### src/spi_sw_regs.svh
// Register offsets, field positions, reset values and timing counts.
`ifndef SPI_SW_REGS_SVH
`define SPI_SW_REGS_SVH
`define ADDR_SW      7'h01
`define ADDR_CFG     7'h02
`define ADDR_FLAGS   7'h03
`define ADDR_BURST   7'h05
`define ADDR_SOFT    7'h0b
`define CFG_RST      3'h6
`define CFG_CRC      0
`define CFG_CLK      1
`define CFG_ADR      2
`define FLG_CRC      0
`define FLG_CLK      1
`define FLG_ADR      2
`define ALIGN_BYTE   8'h25
`define CLEAR_FRAME  16'h6ca9
`define DAISY_FRAME  16'h2500
`define SOFT_KEY1    8'ha3
`define SOFT_KEY2    8'h05
`define CRC_POLY     8'h07
`define POS_HDR      5'd8
`define POS_CHECK    5'd9
`define LEN_PLAIN    5'd16
`define LEN_CRC      5'd24
`define INIT_WAIT_US 120
`define CLK_MHZ      20
`define INIT_CYC     (`INIT_WAIT_US * `CLK_MHZ)
`endif

### src/spi_sw_pkg.sv
// Types shared by the serial switch control logic.
package spi_sw_pkg;
    typedef enum logic [0:0] {MODE_ADDR, MODE_DAISY} mode_t;
    typedef logic [7:0] byte_t;
    typedef logic [4:0] pos_t;
endpackage : spi_sw_pkg

### src/crc_if.sv
// Connection between the frame logic and the serial CRC engine.
`timescale 1ns/10ps
interface crc_if;
    logic       clr;
    logic       step;
    logic       din;
    logic [7:0] crc;
    logic [7:0] nxt;
    modport user   (output clr, step, din, input crc, nxt);
    modport engine (input clr, step, din, output crc, nxt);
endinterface : crc_if

### src/bit_sync.sv
// Two-stage synchroniser for a group of pin inputs.
`timescale 1ns/10ps
module bit_sync #(
    parameter int               WIDTH   = 1,
    parameter logic [WIDTH-1:0] RST_VAL = '0
) (
    input  wire logic             clk,
    input  wire logic             rst,
    input  wire logic [WIDTH-1:0] d,
    output logic      [WIDTH-1:0] q
);
    logic [WIDTH-1:0] meta_reg;

    always_ff @(posedge clk) begin
        if (rst) begin
            meta_reg <= RST_VAL;
            q        <= RST_VAL;
        end else begin
            meta_reg <= d;
            q        <= meta_reg;
        end
    end
endmodule : bit_sync

### src/crc8_serial.sv
// Bit-serial CRC-8 engine, most significant bit first.
`timescale 1ns/10ps
`include "spi_sw_regs.svh"
module crc8_serial #(
    parameter logic [7:0] POLY = `CRC_POLY
) (
    input wire logic clk,
    input wire logic rst,
    crc_if.engine    port
);
    always_comb begin
        port.nxt = {port.crc[6:0], 1'b0}
                 ^ ((port.crc[7] ^ port.din) ? POLY : 8'h00);
    end

    always_ff @(posedge clk) begin
        if (rst || port.clr) begin
            port.crc <= 8'h00;
        end else if (port.step) begin
            port.crc <= port.nxt;
        end
    end

    a_crc_seed_zero: assert property (@(posedge clk) disable iff (rst)
        port.clr |=> port.crc == 8'h00)
        else $error("CRC not seeded to zero");
endmodule : crc8_serial

### src/spi_sw_ctrl.sv
// Serial control interface of a quad switch with frame error checking.
`timescale 1ns/10ps
`include "spi_sw_regs.svh"
module spi_sw_ctrl (
    input  wire logic          clk,
    input  wire logic          rst,
    input  wire logic          cs_n,
    input  wire logic          sclk,
    input  wire logic          sdi,
    output logic               sdo_o,
    output logic               sdo_oe,
    output logic [3:0]         sw_en,
    output logic               crc_en,
    output logic               sclk_err_en,
    output logic               addr_err_en,
    output logic [2:0]         err_flags,
    output logic               burst_en,
    output spi_sw_pkg::mode_t  link_mode,
    output logic               init_busy
);
    import spi_sw_pkg::*;

    localparam byte_t ALIGN = `ALIGN_BYTE;

    logic [2:0] pins_s;
    logic       cs_s;
    logic       sclk_s;
    logic       sdi_s;
    logic       cs_prev_reg;
    logic       sclk_prev_reg;
    logic       active;
    logic       cs_fall;
    logic       cs_rise;
    logic       rise;
    logic       fall;

    mode_t      mode_reg;
    pos_t       pos_reg;
    logic       cmds_reg;
    logic       over_reg;
    byte_t      shift_reg;
    byte_t      hdr_reg;
    byte_t      data_reg;
    logic       bad_reg;
    logic       defer_reg;
    byte_t      tx_reg;
    logic       sdo_reg;
    byte_t      dsr_reg;
    logic       key_reg;
    logic [3:0] sw_reg;
    logic [2:0] cfg_reg;
    logic [2:0] flags_reg;
    logic       burst_reg;
    logic [11:0] init_reg;

    pos_t       len;
    pos_t       pos_inc;
    byte_t      sh_next;
    byte_t      data_w;
    logic [15:0] word;
    logic       live;
    logic       at_hdr;
    logic       at_nine;
    logic       at_pay;
    logic       at_end;
    logic       wr;
    logic       crc_ok;
    logic       commit;
    logic       is_clear;
    logic       is_daisy;
    logic       bad_now;
    logic       clr_hit;
    logic       soft_hit;
    logic       cnt_bad;
    logic       hdr_ok;
    logic       special;
    byte_t      rd_val;
    logic [2:0] flag_set;

    crc_if crc_bus ();

    bit_sync #(.WIDTH(3), .RST_VAL(3'h4)) u_sync (
        .clk (clk),
        .rst (rst),
        .d   ({cs_n, sclk, sdi}),
        .q   (pins_s)
    );

    crc8_serial u_crc (
        .clk  (clk),
        .rst  (rst),
        .port (crc_bus.engine)
    );

    assign cs_s   = pins_s[2];
    assign sclk_s = pins_s[1];
    assign sdi_s  = pins_s[0];

    // Edges are found on the synchronised copies, so the serial clock must
    // stay well below a quarter of the system clock.
    always_ff @(posedge clk) begin
        if (rst) begin
            cs_prev_reg   <= 1'b1;
            sclk_prev_reg <= 1'b0;
        end else begin
            cs_prev_reg   <= cs_s;
            sclk_prev_reg <= sclk_s;
        end
    end

    assign active  = ~cs_s & ~cs_prev_reg;
    assign cs_fall = cs_prev_reg & ~cs_s;
    assign cs_rise = ~cs_prev_reg & cs_s;
    assign rise    = active & sclk_s & ~sclk_prev_reg;
    assign fall    = active & ~sclk_s & sclk_prev_reg;

    always_comb begin
        rd_val = 8'h00;
        hdr_ok = 1'b1;
        case (sh_next[6:0])
            `ADDR_SW:    rd_val = {4'h0, sw_reg};
            `ADDR_CFG:   rd_val = {5'h00, cfg_reg};
            `ADDR_FLAGS: begin
                rd_val = {5'h00, flags_reg};
                hdr_ok = sh_next[7];
            end
            `ADDR_BURST: rd_val = {7'h00, burst_reg};
            `ADDR_SOFT:  rd_val = 8'h00;
            default:     hdr_ok = 1'b0;
        endcase
    end

    always_comb begin
        len      = crc_en ? `LEN_CRC : `LEN_PLAIN;
        pos_inc  = pos_reg + 5'd1;
        sh_next  = {shift_reg[6:0], sdi_s};
        live     = rise & (mode_reg == MODE_ADDR)
                 & ~(cmds_reg & ~burst_reg);
        at_hdr   = live & (pos_inc == `POS_HDR);
        at_nine  = live & (pos_inc == `POS_CHECK);
        at_pay   = live & (pos_inc == `LEN_PLAIN);
        at_end   = live & (pos_inc == len);
        data_w   = crc_en ? data_reg : sh_next;
        word     = {hdr_reg, data_w};
        wr       = ~hdr_reg[7];
        crc_ok   = ~crc_en | (sh_next == crc_bus.crc);
        commit   = at_end & wr & crc_ok;
        is_clear = word == `CLEAR_FRAME;
        is_daisy = word == `DAISY_FRAME;
        special  = (sh_next == `CLEAR_FRAME >> 8)
                 | (sh_next == `DAISY_FRAME >> 8);
        bad_now  = bad_reg | (defer_reg & ~is_clear & ~is_daisy);
        clr_hit  = commit & is_clear;
        soft_hit = commit & ~bad_now & key_reg
                 & (hdr_reg[6:0] == `ADDR_SOFT)
                 & (data_w == `SOFT_KEY2);
        cnt_bad  = burst_reg ? (pos_reg != 5'd0)
                 : (~cmds_reg | over_reg | (pos_reg != 5'd0));
        flag_set = 3'h0;
        flag_set[`FLG_CRC] = at_end & wr & ~crc_ok;
        flag_set[`FLG_CLK] = cs_rise & (mode_reg == MODE_ADDR)
                           & sclk_err_en & cnt_bad;
        flag_set[`FLG_ADR] = addr_err_en & ((at_nine & bad_reg)
                           | (at_end & defer_reg & ~is_clear
                              & ~is_daisy));
    end

    // Only the first 16 bits feed the engine; the CRC byte is compared.
    assign crc_bus.clr  = cs_fall | at_end;
    assign crc_bus.step = live & (pos_reg < `LEN_PLAIN);
    assign crc_bus.din  = sdi_s;

    always_ff @(posedge clk) begin
        if (rst || cs_fall) begin
            pos_reg   <= 5'd0;
            cmds_reg  <= 1'b0;
            over_reg  <= 1'b0;
            shift_reg <= 8'h00;
            bad_reg   <= 1'b0;
            defer_reg <= 1'b0;
        end else if (rise) begin
            shift_reg <= sh_next;
            if (!live) begin
                over_reg <= 1'b1;
            end else if (at_end) begin
                pos_reg  <= 5'd0;
                cmds_reg <= 1'b1;
            end else begin
                pos_reg <= pos_inc;
            end
            if (at_hdr) begin
                bad_reg   <= ~hdr_ok & ~special;
                defer_reg <= special;
            end
        end
    end

    always_ff @(posedge clk) begin
        if (rst) begin
            hdr_reg  <= 8'h00;
            data_reg <= 8'h00;
        end else begin
            if (at_hdr) begin
                hdr_reg <= sh_next;
            end
            if (at_pay) begin
                data_reg <= sh_next;
            end
        end
    end

    // Output shifter: in address mode tx_reg[7] goes out on the next falling edge; in daisy mode dsr_reg[7] does.
    always_ff @(posedge clk) begin
        if (rst || cs_s) begin
            tx_reg  <= 8'hff;
            sdo_reg <= 1'b1;
        end else if (cs_fall) begin
            tx_reg  <= {ALIGN[6:0], 1'b1};
            sdo_reg <= (mode_reg == MODE_DAISY) ? dsr_reg[7] : ALIGN[7];
        end else if (mode_reg == MODE_DAISY) begin
            if (fall) begin
                sdo_reg <= dsr_reg[7];
            end
        end else if (fall) begin
            sdo_reg <= tx_reg[7];
            tx_reg  <= {tx_reg[6:0], 1'b1};
        end else if (at_hdr) begin
            tx_reg <= sh_next[7] ? rd_val : 8'h00;
        end else if (at_pay && crc_en) begin
            tx_reg <= hdr_reg[7] ? crc_bus.nxt : 8'h00;
        end else if (at_end) begin
            tx_reg <= burst_reg ? ALIGN : 8'hff;
        end
    end

    assign sdo_o  = 1'b0;
    assign sdo_oe = ~sdo_reg;

    always_ff @(posedge clk) begin
        if (rst) begin
            mode_reg <= MODE_ADDR;
            dsr_reg  <= 8'h00;
        end else if (mode_reg == MODE_ADDR) begin
            if (commit && is_daisy) begin
                mode_reg <= MODE_DAISY;
                dsr_reg  <= 8'h00;
            end
        end else if (rise) begin
            dsr_reg <= {dsr_reg[6:0], sdi_s};
        end
    end

    always_ff @(posedge clk) begin
        if (rst || soft_hit) begin
            sw_reg    <= 4'h0;
            cfg_reg   <= `CFG_RST;
            burst_reg <= 1'b0;
        end else if (mode_reg == MODE_DAISY) begin
            if (cs_rise) begin
                sw_reg <= dsr_reg[3:0];
            end
        end else if (commit && !bad_now) begin
            case (hdr_reg[6:0])
                `ADDR_SW:    sw_reg    <= data_w[3:0];
                `ADDR_CFG:   cfg_reg   <= data_w[2:0];
                `ADDR_BURST: burst_reg <= data_w[0];
                default:     ;
            endcase
        end
    end

    // A software reset returns the flags to zero, yet a fresh event wins.
    always_ff @(posedge clk) begin
        if (rst) begin
            flags_reg <= 3'h0;
        end else if (soft_hit) begin
            flags_reg <= flag_set;
        end else begin
            flags_reg <= (flags_reg & ~{3{clr_hit}}) | flag_set;
        end
    end

    always_ff @(posedge clk) begin
        if (rst || soft_hit) begin
            key_reg <= 1'b0;
        end else if (at_end) begin
            key_reg <= commit & ~bad_now & (data_w == `SOFT_KEY1)
                     & (hdr_reg[6:0] == `ADDR_SOFT);
        end
    end

    // Commands are not refused while busy; the host is trusted to wait.
    always_ff @(posedge clk) begin
        if (rst || soft_hit) begin
            init_reg <= 12'(`INIT_CYC);
        end else if (init_reg != 12'h000) begin
            init_reg <= init_reg - 12'h001;
        end
    end

    assign sw_en       = sw_reg;
    assign crc_en      = cfg_reg[`CFG_CRC];
    assign sclk_err_en = cfg_reg[`CFG_CLK];
    assign addr_err_en = cfg_reg[`CFG_ADR];
    assign err_flags   = flags_reg;
    assign burst_en    = burst_reg;
    assign link_mode   = mode_reg;
    assign init_busy   = init_reg != 12'h000;

    a_align_start: assert property (@(posedge clk) disable iff (rst)
        cs_fall && mode_reg == MODE_ADDR
        |=> sdo_reg == ALIGN[7] && tx_reg == {ALIGN[6:0], 1'b1})
        else $error("Alignment byte not loaded at frame start");

    a_sdo_on_fall: assert property (@(posedge clk) disable iff (rst)
        $changed(sdo_reg) && $past(active) |-> $past(fall))
        else $error("Output changed away from a falling edge");

    a_crc_blocks: assert property (@(posedge clk) disable iff (rst)
        at_end && crc_en && wr && !crc_ok
        |=> flags_reg[`FLG_CRC] && $stable(sw_reg) && $stable(cfg_reg))
        else $error("Bad CRC write was not blocked");

    a_write_lands: assert property (@(posedge clk) disable iff (rst)
        commit && !bad_now && hdr_reg[6:0] == `ADDR_SW
        |-> pos_inc == (crc_en ? `LEN_CRC : `LEN_PLAIN)
            ##1 sw_reg == $past(data_w[3:0]))
        else $error("Switch write at wrong edge or value");

    a_short_frame: assert property (@(posedge clk) disable iff (rst)
        cs_rise && !cmds_reg && mode_reg == MODE_ADDR
        |=> $stable(sw_reg) && $stable(cfg_reg) && $stable(burst_reg))
        else $error("Short frame changed a register");

    a_count_flag: assert property (@(posedge clk) disable iff (rst)
        cs_rise && mode_reg == MODE_ADDR && sclk_err_en
        && pos_reg != 5'd0 |=> flags_reg[`FLG_CLK])
        else $error("Clock-count error not flagged");

    a_cfg_default: assert property (@(posedge clk) disable iff (rst)
        $fell(rst) |-> cfg_reg == `CFG_RST && !crc_en)
        else $error("Error configuration wrong after reset");

    a_addr_flag: assert property (@(posedge clk) disable iff (rst)
        at_nine && bad_reg && addr_err_en |=> flags_reg[`FLG_ADR])
        else $error("Invalid address not flagged at ninth edge");

    a_clear_flags: assert property (@(posedge clk) disable iff (rst)
        clr_hit |=> flags_reg == 3'h0)
        else $error("Clear frame left flags set");

    a_soft_reset: assert property (@(posedge clk) disable iff (rst)
        soft_hit |=> cfg_reg == `CFG_RST && sw_reg == 4'h0 && init_busy)
        else $error("Software reset did not restore defaults");

    a_daisy_hold: assert property (@(posedge clk) disable iff (rst)
        mode_reg == MODE_DAISY |=> mode_reg == MODE_DAISY [*4])
        else $error("Daisy mode left without hardware reset");

    a_daisy_load: assert property (@(posedge clk) disable iff (rst)
        mode_reg == MODE_DAISY && cs_rise
        |=> sw_reg == $past(dsr_reg[3:0]))
        else $error("Daisy byte not loaded at chip-select rise");
endmodule : spi_sw_ctrl

### config.mk
export PLATFORM = sky130hd
export DESIGN_NAME = spi_sw_ctrl
export DESIGN_NICKNAME = d
export VERILOG_FILES = /design/src/spi_sw_pkg.sv /design/src/crc_if.sv /design/src/bit_sync.sv /design/src/crc8_serial.sv /design/src/spi_sw_ctrl.sv
export VERILOG_INCLUDE_DIRS = /design/src
export SDC_FILE = /design/constraint.sdc
export NUM_CORES = 1
export LEC_CHECK = 0
export BUFFER_PORTS_ARGS = -buffer_cell sky130_fd_sc_hd__buf_2
export CAP_MARGIN = 5
export CORE_MARGIN = 8
export CORE_UTILIZATION = 25
export DETAILED_ROUTE_END_ITERATION = 8
export PLACE_DENSITY_LB_ADDON = 0.25
export SETUP_SLACK_MARGIN = 0.02
export SLEW_MARGIN = 5
export SYNTH_ARGS = -nofsm -noshare
export SYNTH_HDL_FRONTEND = slang
export SYNTH_SLANG_ARGS = --single-unit
### constraint.sdc
create_clock -name clk -period 4.5 [get_ports clk]
set_clock_uncertainty 0.05 [all_clocks]
set_input_delay 0.9 -clock clk [delete_from_list [all_inputs] [get_ports clk]]
set_output_delay 0.9 -clock clk [all_outputs]
set_load 0.02 [all_outputs]
==> out/summary.txt <==
CTS tree: done
most common cell after layout, fill and taps aside: dfxtp_1
fin nets: 551
Synth Cell Area: 4600 um2
Yosys reg bits: 90
sequential share of power: 49.3%
final instance area: 5150 um2
max reg flops: 12
VDD IR-drop max: 165 uV
cell area power density: 326 nW/um2
Area Overhead vs Synth: 11.8%
Min-Delay Endpoint: u_sync.q[2]$_SDFF_PP1_
Antenna Cells: 0
vias in the first global route: 3815
Ports: 20
FF-to-FF Start: cfg_reg[0]$_SDFFE_PP0P_
vias: 3841
fillcell total: 1949
RSZ-0062 raised after global routing: no
setup violators final: 0
Final GP Congestion: 0.901
overall routed net length: 12.7 mm
slowest library cell on the worst path: dfxtp_1
Max-cap violations: 0
Post-Layout Cell Count: 776
library cells used by synthesis: 60
Slew headroom: 17.5%
global-route wire length before repair: 20.7 mm
Die ar.: 23000 um2
Post-synth EDFFs: 0
final period utilization: 78.8%
worst reg-to-reg path cell count: 7
status: finished clean
P_sw: 0.378 mW
Die Height: 152 um
Largest stage delay, worst path: 790 ps
Core Box Area: 18000 um2
Worst-Skew Late Latency: 350 ps
Final min period: 3550 ps
Internal Pwr Total: 1.30 mW
initial cell density of the core: 25.5%
layout cell share with drive strength beyond 1: 12.6%
Crit path max-delay family: simple AND/OR/NAND/NOR gates
Hold Crit Class: reg2reg
Post-DP HPWL: 9.09 mm
switching share of total power: 22.5%
placed insts: 760
total negative slack: 0 ps
RR Endpoint: init_reg[6]$_SDFFE_PP1P_
crit-path cells: mux2i_4, nand4_1, or4_1, and3_4, nor4_2, or2_1, or3b_2
CTS Buffer Depth: 2
TritonCTS buffer count: 9
final hold vios: 0
static leakage: 1.81 nW
Worst EP required: 4740 ps
Hold Path Stages: 1
min-delay src: u_sync.meta_reg[2]$_SDFF_PP1_
Worst Path Arrival: 3790 ps
Hold-fix buffers, CTS: 0
CP endpoint kind: flip-flop
post-place instance area: 4840 um2
hold_ws: 363 ps
register-to-register setup slack: 950 ps
Mapped Nets: 552
GRT Util Overall: 11.6%
standard-cell row count: 49
CTS resizes: 0
Power Total: 1.68 mW
asr flop ratio synth: 0%
Main synth FF type: dfxtp_1
largest net degree at the start of global routing: 40
CP Max Fanout: 23
Mapped Avg Cell Area: 8.48 um2
die width: 152 um
DRT Pass-1 Iters: 4
grt total ovfl: 0
H-tree depth: 3
Clk pwr share: 46.7%
Final Max Slew Viols: 0
Worst-Margin Slew: 1220 ps
DRT iter0 DRCs: 362
Root Driver: clkbuf_16
routed wirelength normalized by instance count: 16.3 um
synth warn: 0
clock-pin slew on the worst setup and hold paths: 60 ps
achievable frequency: 282 MHz
Seq/Total Area, Yosys: 39.1%
IO Port Bufs: 18
initial antenna violation count: 0
most frequent cells in the layout: 90 x dfxtp_1, 67 x nor2_1, 50 x nand2_1
vias per cell: 4.95
critical path buffer and inverter count: 0
antenna viol nets, final: 0
clock sinks: 90
setup bufs post-CTS: 0
combinational fraction of design power: 4.0%
crit start category: flip-flop
critical path class: reg2reg
Mapped Cells: 543
# DRC: 0
cells by family (layout without fill, tap and decap cells):
kind of cell,after synthesis,in the layout,synth area share (%)
AND/OR/NAND/NOR,236,236,26.6
XOR/XNOR,21,21,4.29
AO/OA/AOI/OAI,95,95,13.7
multiplexers,42,42,9.46
other,1,1,0.0814
buffers and inverters,54,58,5.65
flip-flops,90,90,39.1
adder cells (fa/ha/maj),4,4,1.09
how the worst max path moves through the flow:
stage	end	cells past startpoint	start
after floorplan	init_busy	5	init_reg[2]$_SDFFE_PP0P_
after global routing	init_reg[6]$_SDFFE_PP1P_	7	cfg_reg[0]$_SDFFE_PP0P_
after global placement	init_reg[6]$_SDFFE_PP1P_	7	cfg_reg[0]$_SDFFE_PP0P_
final	init_reg[6]$_SDFFE_PP1P_	7	cfg_reg[0]$_SDFFE_PP0P_
after CTS	err_flags[2]$_SDFF_PP0_	7	cfg_reg[0]$_SDFFE_PP0P_
after detailed placement	err_flags[2]$_SDFF_PP0_	7	cfg_reg[0]$_SDFFE_PP0P_
per-stage QoR:
step                      setup WS [ps]  util (%)
after global placement             1050      26.9
final                               953      28.6
after detailed placement            947      26.9
after floorplan                    1800         -
after CTS                           933      28.6
after global routing                731      28.6
layer usage:
| layer | global-route usage [%] | wire length (um) |
|---|---|---|
| met5 | 0 | 0 |
| met4 | 5.54 | 309 |
| met3 | 2.52 | 559 |
| met2 | 18.4 | 5860 |
| met1 | 14.8 | 5930 |
Yosys cell counts (all sizes together), types with 3 or more instances:
cell type,instances,area (um2)
dfxtp,90,1800
nor2,71,277
nand2,50,188
mux2i,40,413
a21oi,36,180
clkbuf,20,75.1
nor3,18,106
buf,17,121
inv,17,63.8
o211ai,14,105
nand2b,13,81.3
nand3,13,65.1
nand4,11,68.8
nor4,11,75.1
o21ai,11,55.1
nor2b,10,62.6
xnor2,10,87.6
xor2,10,87.6
or2,7,43.8
or4,6,45.0
a22oi,5,37.5
and3,5,36.3
a211oi,4,30.0
a31o,4,35.0
ha,4,50.1
nand3b,4,30.0
o31ai,4,43.8
or3,4,25.0
a31oi,3,18.8
nor4b,3,32.5
power groups by stage:
stage | combinational, mW | sequential, mW | clock, mW
2_1_floorplan | 0.0583 | 0.839 | 0
5_1_grt | 0.0767 | 0.828 | 0.838
4_1_cts | 0.0678 | 0.826 | 0.796
3_3_place_gp | 0.0656 | 0.843 | 0
3_5_place_dp | 0.0679 | 0.844 | 0
6_report | 0.0668 | 0.827 | 0.784
area by class of cell:
| class | instances | area, um2 | share of cell area, % |
|---|---|---|---|
| Clock buffer | 12 | 256 | 4.98 |
| Sequential cell | 90 | 1800 | 35.0 |
| Tap cell | 229 | 287 | 5.57 |
| Inverter | 17 | 63.8 | 1.24 |
| Clock inverter | 4 | 50.0 | 0.972 |
| Timing Repair Buffer | 25 | 143 | 2.77 |
| Multi-Input combinational cell | 399 | 2550 | 49.5 |
Power figures use the tool's default switching activity.
